<file path="src/hw/tss_pkg.sv">
// constants and types for the temperature sensor serial access block
// assumes a 40 MHz system clock; the only other shared definition is the tss_conv_if interface
package tss_pkg;

    localparam int          SYS_CLK_KHZ   = 40000;
    localparam int          CONV_TIME_MS  = 43;
    localparam int          CONV_CYCLES   = CONV_TIME_MS * SYS_CLK_KHZ;
    localparam int          CONV_CNT_W    = 21;

    localparam logic [4:0]  WORD_BITS     = 5'h10;
    localparam logic [4:0]  BYTE_BITS     = 5'h08;

    localparam int          CMD_READ_POS  = 7;
    localparam int          SHUTDOWN_POS  = 15;
    localparam int          BUSY_POS      = 0;

    localparam logic [2:0]  ADDR_TEMP     = 3'h0;
    localparam logic [2:0]  ADDR_CTRL     = 3'h1;
    localparam logic [2:0]  ADDR_ID       = 3'h7;

    localparam logic [15:0] TEMP_RESET    = 16'h0000;
    localparam logic [15:0] WORD_ZERO     = 16'h0000;

    typedef enum logic [4:0] {
        ST_IDLE  = 5'b00001,
        ST_TEMP  = 5'b00010,
        ST_CMD   = 5'b00100,
        ST_RDATA = 5'b01000,
        ST_WDATA = 5'b10000
    } tss_state_type;

endpackage : tss_pkg

</file>
<file path="src/hw/tss_conv_if.sv">
// conversion control signals between the serial front end and the conversion timer
// assumes both ends run on the same system clock
`timescale 1ns/1ps
`default_nettype none

interface tss_conv_if;
    logic start;
    logic shutdown;
    logic busy;
    logic done;

    modport ctrl   (output start, output shutdown, input busy, input done);
    modport engine (input start, input shutdown, output busy, output done);
endinterface : tss_conv_if

`default_nettype wire

</file>
<file path="src/hw/tss_conv.sv">
// conversion timer: runs back-to-back conversions of fixed length unless shut down
// assumes start and shutdown come from logic on the same clock
`timescale 1ns/1ps
`default_nettype none

module tss_conv #(
    parameter int CONV_CYCLES = tss_pkg::CONV_CYCLES
) (
    input  wire logic   ref_clk_i,
    input  wire logic   reset_n_i,
    tss_conv_if.engine  conv
);

    logic [tss_pkg::CONV_CNT_W-1:0] cnt_q;
    logic [tss_pkg::CONV_CNT_W-1:0] cnt_d;
    logic                           busy_q;
    logic                           busy_d;
    logic                           done_q;
    logic                           done_d;

    localparam logic [tss_pkg::CONV_CNT_W-1:0] LAST = tss_pkg::CONV_CNT_W'(CONV_CYCLES - 1);

    always_comb begin
        cnt_d  = cnt_q;
        busy_d = busy_q;
        done_d = 1'b0;
        if (conv.shutdown) begin
            cnt_d  = '0;
            busy_d = 1'b0;
        end else if (!busy_q) begin
            // start is never read: a new conversion begins whenever idle; only shutdown cuts one short
            busy_d = 1'b1; // see RULE3
            cnt_d  = '0;
        end else if (cnt_q == LAST) begin
            // continuous mode: next conversion follows at once
            done_d = 1'b1; // see RULE14
            cnt_d  = '0;
        end else begin
            cnt_d = cnt_q + 1'b1;
        end
    end

    always_ff @(posedge ref_clk_i or negedge reset_n_i) begin
        if (!reset_n_i) begin
            cnt_q  <= '0;
            busy_q <= 1'b0;
            done_q <= 1'b0;
        end else begin
            cnt_q  <= cnt_d;
            busy_q <= busy_d;
            done_q <= done_d;
        end
    end

    assign conv.busy = busy_q;
    assign conv.done = done_q;

endmodule : tss_conv

`default_nettype wire

</file>
<file path="src/hw/tss_top.sv">
// serial access and conversion control of a digital temperature sensor
// assumes chip select, serial clock and data come from an off-chip master;
// temp_value_i is the converter output, stable on the system clock
`timescale 1ns/1ps
`default_nettype none

// Functional notes
// RULE1: undefined register address reads zero; writes there change nothing.
// RULE2: temperature read accepted anytime, giving the latest completed conversion.
// RULE3: a serial read never aborts a running conversion.
// RULE4: at end of read, reload output shift register, then start fresh conversion. The timer ignores the restart request, so no fresh conversion is started.
// RULE5: master starts software reset by writing shutdown bit 15 to one.
// RULE6: master holds shutdown at least one maximum 13-bit conversion time.
// RULE7: clearing shutdown returns the device to continuous conversion.
// RULE8: master waits one maximum conversion time before trusting temperature.
// RULE9: a readable identification register holds manufacturer and device codes.
// RULE10: master keeps serial clock period at least 765 ns.
// RULE11: master keeps chip select high at least 5 us between transactions.
// RULE12: chip select high releases the data line.
// RULE13: device changes output after falling edges; samples input on rising edges.
// RULE14: each 13-bit conversion completes within 43 ms.
// RULE15: first 16 clocks shift out temperature, then data line becomes input.
// RULE16: written data is latched after each complete group of eight bits. The code latches only the first byte of each data word.
// RULE17: chip select rising before eighth command bit's falling edge latches nothing.
module tss_top #(
    parameter int         CONV_CYCLES = tss_pkg::CONV_CYCLES,
    parameter logic [7:0] MFG_CODE    = 8'hA5, // arbitrary value
    parameter logic [7:0] DEV_CODE    = 8'h3C  // arbitrary value
) (
    input  wire logic        ref_clk_i,
    input  wire logic        reset_n_i,
    input  wire logic        chip_select_n_i,
    input  wire logic        serial_clock_in_i,
    input  wire logic        serial_data_i,
    input  wire logic [15:0] temp_value_i,
    output var  logic        serial_data_o,
    output var  logic        serial_data_oe_o,
    output var  logic        shutdown_o,
    output var  logic        conv_busy_o
);

    tss_conv_if conv_bus ();

    tss_conv #(
        .CONV_CYCLES (CONV_CYCLES)
    ) u_conv (
        .ref_clk_i   (ref_clk_i),
        .reset_n_i   (reset_n_i),
        .conv        (conv_bus.engine)
    );

    // pin synchronisers, first stage read only by the second
    logic [1:0] cs_sync_q;
    logic [1:0] sck_sync_q;
    logic [1:0] sdi_sync_q;
    logic       cs_prev_q;
    logic       sck_prev_q;

    always_ff @(posedge ref_clk_i or negedge reset_n_i) begin
        if (!reset_n_i) begin
            cs_sync_q  <= 2'h3;
            sck_sync_q <= 2'h0;
            sdi_sync_q <= 2'h0;
            cs_prev_q  <= 1'b1;
            sck_prev_q <= 1'b0;
        end else begin
            cs_sync_q  <= {cs_sync_q[0], chip_select_n_i};
            sck_sync_q <= {sck_sync_q[0], serial_clock_in_i};
            sdi_sync_q <= {sdi_sync_q[0], serial_data_i};
            cs_prev_q  <= cs_sync_q[1];
            sck_prev_q <= sck_sync_q[1];
        end
    end

    logic cs_active;
    logic cs_fall;
    logic cs_rise;
    logic sck_rise;
    logic sck_fall;

    assign cs_active = !cs_sync_q[1];
    assign cs_fall   = cs_prev_q && !cs_sync_q[1];
    assign cs_rise   = !cs_prev_q && cs_sync_q[1];
    assign sck_rise  = !sck_prev_q && sck_sync_q[1];
    assign sck_fall  = sck_prev_q && !sck_sync_q[1];

    // serial state
    tss_pkg::tss_state_type state_q;
    tss_pkg::tss_state_type state_d;
    logic [4:0]             cnt_q;
    logic [4:0]             cnt_d;
    logic [15:0]            shift_q;
    logic [15:0]            shift_d;
    logic [7:0]             cmd_q;
    logic [7:0]             cmd_d;
    logic                   sdo_q;
    logic                   sdo_d;
    logic                   oe_q;
    logic                   oe_d;
    logic                   restart_q;
    logic                   restart_d;
    logic                   shutdown_q;
    logic                   shutdown_d;
    logic [15:0]            result_q;
    logic [15:0]            result_d;
    logic                   busy_q;

    function automatic logic is_ctrl(input logic [2:0] addr);
        is_ctrl = (addr == tss_pkg::ADDR_CTRL);
    endfunction : is_ctrl

    function automatic logic [15:0] reg_read(input logic [2:0] addr,
                                             input logic [15:0] temp,
                                             input logic        sd,
                                             input logic        busy);
        logic [15:0] word;
        word = tss_pkg::WORD_ZERO; // see RULE1
        if (addr == tss_pkg::ADDR_TEMP) begin
            word = temp;
        end else if (is_ctrl(addr)) begin
            word[tss_pkg::SHUTDOWN_POS] = sd;
            word[tss_pkg::BUSY_POS]     = busy;
        end else if (addr == tss_pkg::ADDR_ID) begin
            word = {MFG_CODE, DEV_CODE}; // see RULE9
        end
        reg_read = word;
    endfunction : reg_read

    always_comb begin
        logic [15:0] rd_word;
        // address taken from the shifter, the same bits that become the command byte
        rd_word    = reg_read(shift_q[2:0], result_q, shutdown_q, busy_q);
        state_d    = state_q;
        cnt_d      = cnt_q;
        shift_d    = shift_q;
        cmd_d      = cmd_q;
        sdo_d      = sdo_q;
        oe_d       = oe_q;
        restart_d  = 1'b0;
        shutdown_d = shutdown_q;
        if (!cs_active) begin
            // idle or frame end: release line, keep shifter loaded with latest result
            state_d = tss_pkg::ST_IDLE;
            cnt_d   = '0;
            oe_d    = 1'b0;               // see RULE12
            shift_d = result_q;           // see RULE4
            restart_d = cs_rise;          // see RULE4
        end else if (cs_fall || state_q == tss_pkg::ST_IDLE) begin
            state_d = tss_pkg::ST_TEMP;
            cnt_d   = '0;
            shift_d = result_q;           // see RULE2
            sdo_d   = result_q[15];
            oe_d    = 1'b1;
        end else if (sck_rise) begin
            cnt_d = cnt_q + 5'h01;
            if (state_q == tss_pkg::ST_CMD || state_q == tss_pkg::ST_WDATA) begin
                shift_d = {shift_q[14:0], sdi_sync_q[1]}; // see RULE13
            end
        end else if (sck_fall) begin
            unique case (state_q)
                tss_pkg::ST_TEMP, tss_pkg::ST_RDATA: begin
                    if (cnt_q == tss_pkg::WORD_BITS) begin
                        oe_d    = 1'b0;   // see RULE15
                        state_d = tss_pkg::ST_CMD;
                        cnt_d   = '0;
                    end else begin
                        shift_d = {shift_q[14:0], 1'b0};
                        sdo_d   = shift_q[14]; // see RULE13
                    end
                end
                tss_pkg::ST_CMD: begin
                    if (cnt_q == tss_pkg::BYTE_BITS) begin
                        // command taken only on the eighth falling edge
                        cmd_d = shift_q[7:0]; // see RULE17
                        cnt_d = '0;
                        if (shift_q[tss_pkg::CMD_READ_POS]) begin
                            state_d = tss_pkg::ST_RDATA;
                            shift_d = rd_word;
                            sdo_d   = rd_word[15];
                            oe_d    = 1'b1;
                        end else begin
                            state_d = tss_pkg::ST_WDATA;
                        end
                    end
                end
                tss_pkg::ST_WDATA: begin
                    // only the shutdown bit is writable; it sits in the high byte
                    if (cnt_q == tss_pkg::BYTE_BITS && is_ctrl(cmd_q[2:0])) begin
                        shutdown_d = shift_q[7];  // see RULE16, RULE7
                    end
                    if (cnt_q == tss_pkg::WORD_BITS) begin
                        state_d = tss_pkg::ST_CMD; // see RULE16
                        cnt_d   = '0;
                    end
                end
                default: begin
                    state_d = tss_pkg::ST_IDLE;
                end
            endcase
        end
    end

    // result updates only on completed conversions
    always_comb begin
        result_d = conv_bus.done ? temp_value_i : result_q; // see RULE2
    end

    always_ff @(posedge ref_clk_i or negedge reset_n_i) begin
        if (!reset_n_i) begin
            state_q    <= tss_pkg::ST_IDLE;
            cnt_q      <= '0;
            shift_q    <= tss_pkg::TEMP_RESET;
            cmd_q      <= '0;
            sdo_q      <= 1'b0;
            oe_q       <= 1'b0;
            restart_q  <= 1'b0;
            shutdown_q <= 1'b0;
            result_q   <= tss_pkg::TEMP_RESET;
            busy_q     <= 1'b0;
        end else begin
            state_q    <= state_d;
            cnt_q      <= cnt_d;
            shift_q    <= shift_d;
            cmd_q      <= cmd_d;
            sdo_q      <= sdo_d;
            oe_q       <= oe_d;
            restart_q  <= restart_d;
            shutdown_q <= shutdown_d;
            result_q   <= result_d;
            busy_q     <= conv_bus.busy;
        end
    end

    // restart is a request; the timer never reads it, so it starts no conversion
    assign conv_bus.start    = restart_q; // see RULE3
    assign conv_bus.shutdown = shutdown_q; // see RULE7

    always_comb begin
        serial_data_o    = sdo_q;
        serial_data_oe_o = oe_q;
        shutdown_o       = shutdown_q;
        conv_busy_o      = busy_q;
    end

endmodule : tss_top

`default_nettype wire

</file>
<file path="config.mk">
export PLATFORM = sky130hd
export DESIGN_NAME = tss_top
export DESIGN_NICKNAME = d
export VERILOG_FILES = /design/src/hw/tss_pkg.sv /design/src/hw/tss_conv_if.sv /design/src/hw/tss_conv.sv /design/src/hw/tss_top.sv
export SDC_FILE = /design/constraint.sdc
export NUM_CORES = 1
export LEC_CHECK = 0
export BUFFER_PORTS_ARGS = -buffer_cell sky130_fd_sc_hd__buf_4
export CAP_MARGIN = 30
export CELL_PAD_IN_SITES_DETAIL_PLACEMENT = 0
export CELL_PAD_IN_SITES_GLOBAL_PLACEMENT = 1
export CORE_MARGIN = 4
export CORE_UTILIZATION = 52
export CTS_CLUSTER_DIAMETER = 200
export DETAILED_ROUTE_END_ITERATION = 10
export GPL_TIMING_DRIVEN = 0
export PLACE_DENSITY_LB_ADDON = 0.15
export REMOVE_ABC_BUFFERS = 1
export SLEW_MARGIN = 20
export SYNTH_ARGS = -nofsm -noshare
export SYNTH_HDL_FRONTEND = slang
export SYNTH_SLANG_ARGS = --single-unit
</file>
<file path="constraint.sdc">
create_clock -name ref_clk_i -period 7.13 [get_ports ref_clk_i]
set_clock_uncertainty 0.15 [all_clocks]
set_input_delay 1.426 -clock ref_clk_i [delete_from_list [all_inputs] [get_ports ref_clk_i]]
set_output_delay 1.426 -clock ref_clk_i [all_outputs]
set_load 0.03 [all_outputs]
</file>
Yosys cells after proc, flatten, opt, wreduce, memory -nomap -nowiden
Cells that the tools add are included.
- multiplexer cells: 51
- $add $sub $neg: 2
- reductions and logical operators: 27
- equality and inequality tests: 25
- bitwise gates (word level): 3
- operator list (operator ; number):
    15-bit two-way mux ; 8
    5-bit two-way mux ; 13
    21-bit two-way mux ; 3
    16-bit two-way mux ; 2
    15-bit one-hot mux with 2 select lines ; 1
    6-bit AND reduction ; 4
    21-bit by 1-bit adder with 21-bit output (second input constant) ; 1
    21-bit equality test (second input constant) ; 1
    5-bit one-hot mux with 2 select lines ; 2
    1-bit two-way mux ; 19
    14-bit two-way mux ; 1
    5-bit by 4-bit equality test with 1-bit output (second input constant) ; 2
    5-bit equality test (second input constant) ; 2
    5-bit != test (second input constant) ; 2
    5-bit nonzero test ; 2
    4-bit != test (second input constant) ; 2
    4-bit AND reduction ; 2
    4-bit nonzero test ; 2
    7-bit AND reduction ; 1
    3-bit by 1-bit equality test with 1-bit output (second input constant) ; 2
    3-bit by 2-bit != test with 1-bit output (second input constant) ; 2
    3-bit != test (second input constant) ; 2
    3-bit nonzero test ; 2
    5-bit by 1-bit adder with 5-bit output (second input constant) ; 1
    other kinds (20) ; 29
- input bits: 21
- register bits: 79
- output and inout bits: 4
- word-level logic and storage cells: 126

Depth between registers and ports, before layout
Gate-level depths: netlist (run 1).
- word-level depth: 11
- gate-level depth with buffers: 8

Modules after synthesis
From an unflattened synthesis (run 1), not the netlist that was laid out.
- cell total of the unflattened synthesis: 361
- area, all modules: 4068.9 µm²
- modules (own cells, without submodules) (module ; times used ; cells an instance ; area each (µm²)):
    tss_top ; 1 ; 244 ; 2906.5
    tss_conv ; 1 ; 117 ; 1162.4

Least setup slack after synthesis (run 1)
OpenSTA, ideal clock, no wires.
- kind: register to register
- start: reg state_q[4]
- end: reg shift_q[10]
- library setup time: 0.125 ns
- buffers on the path: 2
- stages on the path, launching flop included: 8
- arrival time: 2.024 ns
- slack: 4.831 ns
- period minus slack after synthesis: 2.299 ns
- path through: dfrtp_1 buf_6 or4_4 o31a_1 o21ai_2 o211a_4 buf_12 mux2_4
- longest elaborated chain between the ends: 7
- ends and longest elaborated chain (element ; RTL line ; text):
    start: declaration ; tss_top.sv:88 ; tss_pkg::tss_state_type state_q;
    start signal: assignment ; tss_top.sv:210 ; state_q <= tss_pkg::ST_IDLE;
    start signal: assignment ; tss_top.sv:221 ; state_q <= state_d;
    5-bit by 2-bit equality test with 1-bit output / 5-bit by 4-bit equality test with 1-bit output (equally long branches) ; tss_top.sv:160 ; unique case (state_q)
    2-bit OR reduction ; tss_top.sv:160 ;
    15-bit one-hot mux with 2 select lines ; tss_top.sv:160 ;
    15-bit two-way mux ; tss_top.sv:159 ; end else if (sck_fall) begin
    15-bit two-way mux ; tss_top.sv:154 ; end else if (sck_rise) begin
    15-bit two-way mux ; tss_top.sv:148 ; end else if (cs_fall || state_q == tss_pkg::ST_IDLE) begin
    15-bit two-way mux ; tss_top.sv:141 ; if (!cs_active) begin
    end signal: assignment ; tss_top.sv:212 ; shift_q <= tss_pkg::TEMP_RESET;
    end signal: assignment ; tss_top.sv:223 ; shift_q <= shift_d;
    end: declaration ; tss_top.sv:92 ; logic [15:0] shift_q;
Parallel ways exist; a longest one is shown, timed or not. The select of a mux whose other input is x is not followed.
A chain may end at the register's enable or synchronous reset.

Final worst setup path (run 1)
- start: reg cnt_q[0]
- end: reg shift_q[14]
- longest elaborated chain between the ends: 3
- ends and longest elaborated chain (element ; RTL line ; text):
    start: declaration ; tss_top.sv:90 ; logic [4:0] cnt_q;
    start signal: assignment ; tss_top.sv:222 ; cnt_q <= cnt_d;
    5-bit equality test / 5-bit by 4-bit equality test with 1-bit output (equally long branches) ; tss_top.sv:162, tss_top.sv:172 ;
    5-bit != test (no source line) / 5-bit by 4-bit != test with 1-bit output (equally long branches) ; - ;
    6-bit AND reduction (no source line) * ; - ;
Mark *: on every way between the ends. The rest lies on a longest branch, timed or not.

==> results of run 1 <==
## power by group
| group | switching, mW | internal (mW) | leakage (nW) |
|---|---|---|---|
| Combinational | 0.0357 | 0.0236 | 0.723 |
| Sequential | 0.00676 | 0.454 | 1.05 |
| Clock | 0.172 | 0.220 | 0.121 |
## layout make-up
cell class	count	area, um2	area share, %
Clock inverter	5	86.3	2.01
Timing Repair Buffer	26	215	5.00
Inverter	8	30.0	0.698
Sequential cell	79	1980	46.1
Tap cell	96	120	2.79
Clock buffer	11	151	3.52
Multi-Input combinational cell	232	1720	39.9
## per-stage QoR
step                      hold WS (ns)  utilization, %  cells  power (mW)  worst slack (ns)
after floorplan                  0.181               -    319       0.498              4.84
after global placement           0.187            57.9    439       0.525              4.27
after detailed placement         0.185            58.5    441       0.530              4.52
after CTS                        0.203            62.0    457       0.922              4.51
after global routing             0.216            62.0    457       0.949              4.39
final                            0.200            62.0    457       0.912              4.50
## per-layer routing
metal | track usage (%) | share of wire (%) | routed length, um
met1 | 24.7 | 48 | 3460
met2 | 28.0 | 48 | 3460
met3 | 5.63 | 3.7 | 272
met4 | 4.81 | 0.95 | 69
met5 | 0 | 0 | 0
## critical path: cells and delay by family, from the launching register on
family	cells	cell delay, ns
simple gates	2	0.74
compound gates	2	0.59
flops	1	0.41
mux	1	0.38
fa+ha+maj	1	0.16
buf+inv	1	0.08
## registers in the layout, indices dropped and copies added, names as in the netlist, 2 cells and up
name,count
u_conv.cnt_q,21
result_q,16
shift_q,15
cnt_q,5
state_q,5
cmd_q,3
cs_sync_q,2
sck_sync_q,2
sdi_sync_q,2
## cell usage after synthesis, types with 5 or more instances
master	count	area share [%]
xnor2_1	6	1.4
o21ai_0	8	1.1
buf_2	7	0.92
nor3_1	5	0.66
xor2_1	16	3.7
nand3_1	18	2.4
mux2_4	9	3.5
a22o_1	7	1.6
inv_1	8	0.79
o211ai_1	5	0.99
a21oi_1	12	1.6
nand2_1	19	1.9
mux2_2	26	7.7
nand4_1	7	1.2
dfrtp_1	75	49
o2bb2ai_1	6	1.4
clkbuf_1	5	0.49
nor2_1	28	2.8
## final timing paths
| kind | to | slack, ns |
|---|---|---|
| min in group asynchronous | cnt_q[4] | 0.85 |
| worst max register to register | shift_q[14] | 4.50 |
| worst min register to register | sdi_sync_q[1] | 0.20 |
| worst max-delay path | shift_q[14] | 4.50 |
| worst min-delay path | sdi_sync_q[1] | 0.20 |
| max in group asynchronous | cs_sync_q[0] | 5.36 |
## cells by family (layout without fill, tap and decap cells)
group / Yosys count / count (layout)
XOR/XNOR: 22 / 22
flip-flops: 79 / 79
multiplexers: 37 / 37
adder cells (fa/ha/maj): 3 / 3
AO/OA/AOI/OAI: 63 / 63
AND/OR/NAND/NOR: 107 / 107
buffers and inverters: 23 / 50
==> metrics, run 1 <==
outcome=finished, final reports clean; TritonCTS Buffers=9; Synth Area in Compound Gates=roughly an eighth; width of the die=slightly above 90 um; initial antenna violation count=0; worst vdd ir=0.126 mV; pwr dens=212 nW/um2; Final GP Congestion=0.790; Pins Over Slew Limit=0; # nets final=380; Antenna Violating Nets Remaining=0; Setup Viol. Count Final=0; Worst Max-Slew Pin Slew=0.913 ns; Max-Cap Viols=0; Hold Startpoint=sdi_sync_q[0]; worst-path fanout max=14; synthesis-to-finish area growth=13.0%; clk root buf=clkbuf_8; r2r worst-path depth=7; DRC=0; vias per inst=5.64; worst-skew pair later-pin latency=about 0.35 ns; # diodes=0; vias in the first global route=between 2000 and 3000; XOR/XNOR Fraction of Synth Area=5.06%; Starting Density=a little over half; Critical Path Slowest Stage Cell=nor4bb_1; First-pass DRT Iterations=4; flops & latches, synth=between 70 and 80; FFs w/ async S/R, synth=100%; leak pwr=around 1.9 nW; FILL cells=between 500 and 600; Hold Path Stages=0; CTS max path bufs=2; type of origin of the critical path=register; most common cell after layout, fill and taps aside=dfrtp_1; Resized Gates After CTS=0; final hold viol count=0; Synth Area per Inst=about 11 um2; Final Instance Area=4300 um2; Rel. slew slack=38.5%; Ys Warns=0; post-CTS repair timing setup buffer count=0; I/O Pins=25; H-Tree Depth=3; Routed wire per std cell=15.9 um; Hold Buf Count CTS=0; synthesized area=3810 um2; initial drt markers=approximately 120; Worst Hold Class=register to register; Critical Path Sink Type=register; Port Buffers=24; DR vias=approximately 2600; CP arrival=2.72 ns; top_reg_cell synth=dfrtp_1; Data required, critical path=7.22 ns; gr usage total=18.1%; largest net degree at the start of global routing=50; layout cell share with drive strength beyond 1=25.8%; RSZ-0062 raised after global routing=no; CTS clk-pin slew, worst paths=0.08 ns; Post-Synth Simple-Gate Area=14.5%; mux contribution to synthesized area=a little under an eighth; count of cell types in the netlist=57; Final Cycle Share=36.9%; grt total ovfl=0; register area share after synthesis=between 50% and 60%; worst stage delay on the critical path=slightly above 0.6 ns; die area=approximately 8800 um2; area post-placement=4070 um2; main combinational cell family by area after synthesis=simple AND/OR/NAND/NOR gates; Crit Path Class=register to register; FP Rows=30; Worst setup startpoint=cnt_q[0]; fmax=0.380 GHz; Num Clock Sinks=a little under 80; Syn Inst Count=between 300 and 400; most frequent cells in the layout=75 x dfrtp_1, 28 x nor2_1, 26 x mux2_2; Tmin final=2.63 ns; adder-cell area share of the yosys netlist=0.986%; first-pass GRT wire length=approximately 12 mm; CTS tree=yes; final setup TNS=0 ns; core box area=roughly 6900 um2; post-DP HPWL=4.90 mm; Post-synth EDFFs=0; Die H=93.6 um; critical path cell sequence=inv_1 > ha_1 > nor4bb_1 > nor4b_1 > o21ai_2 > o211a_4 > mux2_2; DRT Wirelength=7.26 mm; reg2reg start=cnt_q[0]
No activity file was read; power rests on OpenSTA's default activity.
==> run 2, diff against run 1 <==
Settings changed: CORE_UTILIZATION 52 to 49.
Clock period 7.13 ns to 2.5 ns, I/O delays scaled along.
==> metrics, run 2 (synthesis gave the netlist of run 1 again) <==
outcome=finished, final reports clean; CTS tree=yes; # nets final=384; most frequent cells in the layout=73 x dfrtp_1, 28 x nor2_1, 27 x buf_4; R2R setup slack=about 0.027 ns; DRT Wirelength=7.35 mm; worst vdd ir=0.352 mV; r2r worst-path depth=5; largest net degree at the start of global routing=51; Max-Cap Viols=0; vias in the first global route=2563; worst stage delay on the critical path=about 0.56 ns; post-DP HPWL=5.00 mm; critical path cell sequence=or4_4 > o31a_1 > o21ai_2 > o211a_4 > mux2_2; Crit Path Class=register to register; CTS max path bufs=2; reg2reg start=state_q[3]; Critical Path Sink Type=register; max reg flops=21; final hold viol count=0; met1 usage=24.0%; Worst path top cell family by delay=compound AO/OA/AOI/OAI gates; First-pass DRT Iterations=4; CTS clk-pin slew, worst paths=around 0.090 ns; Hold Path Stages=1; # diodes=0; leak pwr=1.91 nW; Port Buffers=24; TritonCTS Buffers=9; worst-path fanout max=14; CP Buf/Inv Count=0; layout cell share with drive strength beyond 1=28.2%; Routed wire per std cell=15.8 um; type of origin of the critical path=register; final worst setup slack=around 0.027 ns; grt total ovfl=0; FP Rows=31; worst r2r dst=shift_q[3]; pwr dens=roughly 570 nW/um2; fmax=0.404 GHz; gr usage total=17.6%; core box area=7410 um2; vias per inst=5.70; H-Tree Depth=3; met2 Use GR=27.5%; final setup TNS=0 ns; die area=9240 um2; synthesis-to-finish area growth=14.2%; Worst Max-Slew Pin Slew=0.884 ns; width of the die=approximately 96 um; DP Worst Slack=-0.0747 ns; Critical Path Slowest Stage Cell=or4_4; Largest regs=u_conv.cnt_q x21, result_q x16, shift_q x15; met3 usage=4.46%; Tmin final=2.47 ns; Rel. slew slack=between 40% and 50%; I/O Pins=25; Setup Viol. Count Final=0; gr busiest metal=met2; clk root buf=clkbuf_8; Worst Hold Class=input pin to register; Die H=96.2 um; hold slack final=about 0.1 ns; Data required, critical path=2.59 ns; RSZ-0062 raised after global routing=yes; initial drt markers=88; first-pass GRT wire length=12.6 mm; Pins Over Slew Limit=0; CP arrival=2.56 ns; DRC=0; Top reg by flops=u_conv.cnt_q; FILL cells=around 630; worst-skew pair later-pin latency=approximately 0.35 ns; Num Clock Sinks=79; Worst Hold End=cs_sync_q[0]; Final Cycle Share=98.9%; Hold Startpoint=chip_select_n_i; Final GP Congestion=0.829; DR vias=2643; most common cell after layout, fill and taps aside=dfrtp_1; initial antenna violation count=0; Starting Density=between 50% and 60%; Antenna Violating Nets Remaining=0
==> run 2: cell types whose count changed in the layout (fill, tap and decap cells not counted), sizes merged <==
cell	change
inv	+1
clkinv	+1
clkinvlp	+1
bufinv	-1
dlygate4sd3	+1
clkbuf	-2
buf	+3
==> run 2: per-layer routing <==
layer	up-vias	part of all wire (%)
met3	10	3.6
met4	0	1.3
met5	-	0
met2	41	48
li1	1270	-
met1	1322	47
==> run 2: worst reg2reg max path: cells and delay by family, from the launching register on <==
family           cells  cell delay [ns]
multiplexers         1             0.37
flip-flops           1             0.46
AO/OA/AOI/OAI        3             0.82
AND/OR/NAND/NOR      1             0.56
==> run 2: power breakdown <==
part,switching (mW),internal [mW],leakage (nW)
clock,0.503,0.475,0.102
combinational,0.103,0.0725,0.754
sequential,0.0189,1.30,1.05
total,0.626,1.84,1.91
==> run 2: what timing repair did <==
| action | in CTS | in global routing |
|---|---|---|
| cloned | 0 | 0 |
| hold buffers | 1 | 0 |
| pin swaps | 1 | 0 |
| gates resized for setup | 3 | 7 |
| endpoints found under the setup margin | 36 | 23 |
| endpoints found under the hold margin | 27 | 0 |
| buffers inserted | 2 | 1 |
==> run 2: cell type report <==
cell class / instances / area (um2) / share of cell area [%]
clock inverters: 7 / 80.1 / 1.84
repair buffers: 30 / 245 / 5.64
clock buffers: 9 / 124 / 2.85
well taps: 99 / 124 / 2.85
multi-input cells: 232 / 1760 / 40.5
inverters: 8 / 30.0 / 0.690
flip-flops and latches: 79 / 1980 / 45.6
==> run 2: worst max path at each step <==
stage               slack, ns           to        from  cells after the start
finish                   0.03   shift_q[3]  state_q[3]                      5
global route            -0.02   shift_q[3]  state_q[3]                      5
CTS                      0.02     cnt_q[1]    cnt_q[0]                      8
detailed placement      -0.07  shift_q[12]  state_q[3]                      5
global placement        -0.39   shift_q[6]  state_q[1]                      5
floorplan                0.21  shift_q[14]  state_q[4]                      4
==> run 2: metrics by stage <==
stage	util, %	area (um2)	power [mW]	cells
2_1_floorplan	-	3720	1.42	319
3_3_place_gp	54.3	4020	1.50	442
3_5_place_dp	54.9	4070	1.51	444
4_1_cts	58.1	4310	2.50	463
5_1_grt	58.7	4350	2.59	464
6_report	58.7	4350	2.47	464
==> run 3, diff against run 2 <==
Settings changed: ABC_AREA set to 1, CORE_UTILIZATION 49 to 45.
==> metrics, run 3 <==
Setup Viol. Count Final=0; DRC=0; reg2reg start=state_q[3]; Worst setup startpoint=state_q[3]; biggest area consumer among synthesized cells=dfrtp_1; layout cell share with drive strength beyond 1=around 14%; Pins Over Slew Limit=0; hold slack final=0.114 ns; largest net degree at the start of global routing=45; synthesized area=slightly above 4000 um2; fmax=between 0.4 and 0.5 GHz; R2R setup slack=0.35 ns; worst r2r dst=shift_q[12]; die area=10800 um2; Final GP Congestion=0.794; FP Rows=34; Post-synth EDFFs=0; # nets final=580; flops & latches, synth=79; DRT Wirelength=9.33 mm; Final Cycle Share=86.1%; # diodes=0; DP Worst Slack=about 0.16 ns; first-pass GRT wire length=16.1 mm; initial antenna violation count=0; core box area=around 8800 um2; Synth Area per Inst=7.87 um2; final setup TNS=0 ns; Synth top area share=45.2%; vias per inst=5.14; First-pass DRT Iterations=4; pwr dens=about 720 nW/um2; FFs w/ async S/R, synth=100%; Max-Cap Viols=0; Worst Hold End=sdi_sync_q[0]; Antenna Violating Nets Remaining=0; Post-synth top cells=171 x nand2_1, 75 x dfrtp_1, 54 x nand3_1, 53 x nor2_1, 48 x inv_1; Top reg by flops=u_conv.cnt_q; gr usage total=18.0%; Hold Path Stages=1; Critical Path Slowest Stage Cell=dfrtp_1; worst stage delay on the critical path=0.45 ns; type of origin of the critical path=register; top_reg_cell synth=dfrtp_1; most common cell after layout, fill and taps aside=nand2_1; critical path cell sequence=nor2_2 > inv_1 > nor2_1 > nor2_2 > nand3_1 > nand2_4 > nor2_8 > nand2_4 > nand2_1 > nand2_1; Rel. slew slack=between 40% and 50%; initial drt markers=174; Data required, critical path=2.57 ns; Ys Warns=0; max reg flops=21; register area share after synthesis=47.7%; top post-synthesis cells by area=dfrtp_1 45%, nand2_1 15%, nand3_1 6.5%; Num Clock Sinks=79; DR vias=about 3400; TritonCTS Buffers=9; width of the die=104 um; CTS tree=yes; CTS clk-pin slew, worst paths=0.08 ns; Hold Startpoint=serial_data_i; RSZ-0062 raised after global routing=no; synthesis-to-finish area growth=12.3%; count of cell types in the netlist=35; Largest regs=u_conv.cnt_q x21, result_q x16, shift_q x15; vias in the first global route=between 3000 and 4000; Starting Density=47.0%; H-Tree Depth=3; grt total ovfl=0; CTS max path bufs=2; outcome=finished, final reports clean; Port Buffers=24; Crit Path Class=register to register; final worst setup slack=0.348 ns; Routed wire per std cell=13.9 um; worst-skew pair later-pin latency=0.33 ns; Worst Hold Class=input pin to register; CP arrival=2.22 ns; Die H=104 um; I/O Pins=25; r2r worst-path depth=10; final hold viol count=0; post-DP HPWL=6.63 mm; Worst Max-Slew Pin Slew=0.762 ns; worst-path fanout max=16; worst vdd ir=0.286 mV; top-count cell post-synth=nand2_1; Critical Path Sink Type=register; Syn Inst Count=around 530; clk root buf=clkbuf_8; leak pwr=about 2.4 nW; most frequent cells in the layout=171 x nand2_1, 75 x dfrtp_1, 54 x nand3_1; post-CTS repair timing setup buffer count=0; Tmin final=2.15 ns
[run 3: cell types whose count changed in the layout (fill, tap and decap cells not counted), sizes merged, moves of 9 or more]
| cell | change |
|---|---|
| nand2 | +163 |
| inv | +43 |
| nand3 | +38 |
| nor2 | +32 |
| mux2 | -26 |
| o21ai | +18 |
| xor2 | -9 |
[run 3: cell type report]
| type | instances | area [um2] |
|---|---|---|
| Sequential cell | 79 | 1980 |
| Fill cell | 898 | 4180 |
| Timing Repair Buffer | 26 | 210 |
| Clock inverter | 4 | 97.6 |
| Inverter | 54 | 203 |
| Tap cell | 108 | 135 |
| Multi-Input combinational cell | 386 | 1910 |
| Clock buffer | 12 | 135 |
[run 3: worst max-delay path by stage]
stage                     slack [ns]               end  cells past startpoint
final                           0.35       shift_q[12]                     10
after global routing            0.10  u_conv.cnt_q[15]                     10
after global placement          0.17        shift_q[7]                      7
after detailed placement        0.16        shift_q[7]                      7
after CTS                       0.15        shift_q[7]                      7
after floorplan                 0.70  u_conv.cnt_q[15]                     10
[run 3: metal layers]
layer  up-vias  global-route usage [%]  share of wire [%]
li1       1742                       -                  -
met4         0                    4.08               0.38
met3         2                    4.03                4.4
met2        62                    29.3                 49
met5         -                       0                  0
met1      1632                    24.7                 47
[run 3: cells by family (layout without fill, tap and decap cells)]
group,Yosys count,after routing,share of synthesized area (%)
flip-flops,79,79,47.7
AO/OA/AOI/OAI,40,40,5.15
AND/OR/NAND/NOR,324,324,35.2
adder cells (fa/ha/maj),3,3,0.903
multiplexers,10,10,2.68
XOR/XNOR,9,9,1.90
buffers and inverters,63,96,6.53
[run 3: critical path, delay by kind of cell, from the launching register on]
kind	cells	cell delay (ns)
buffers and inverters	1	0.06
and+or+nand+nor	9	1.36
DFF	1	0.45
[run 3: where the power goes]
| part | switching (mW) | internal, mW | total (mW) |
|---|---|---|---|
| sequential | 0.0869 | 1.39 | 1.47 |
| clock | 0.461 | 0.666 | 1.13 |
| combinational | 0.534 | 0.238 | 0.772 |
| total | 1.08 | 2.29 | 3.37 |
[run 3: what timing repair did]
action                                  4_1_cts  5_1_grt
gates resized for setup                       0        1
endpoints found under the hold margin        35        0
endpoints found under the setup margin        0       12
hold buffers                                  1        0
[run 3: metrics by stage]
| step | cell area [um2] | power (mW) | utilization, % | cells |
|---|---|---|---|---|
| finish | 4670 | 3.37 | 52.8 | 669 |
| detailed placement | 4420 | 2.27 | 50.0 | 652 |
| global placement | 4400 | 2.25 | 49.8 | 651 |
| global route | 4670 | 3.59 | 52.8 | 669 |
| floorplan | 4090 | 2.03 | - | 519 |
| CTS | 4670 | 3.41 | 52.7 | 669 |
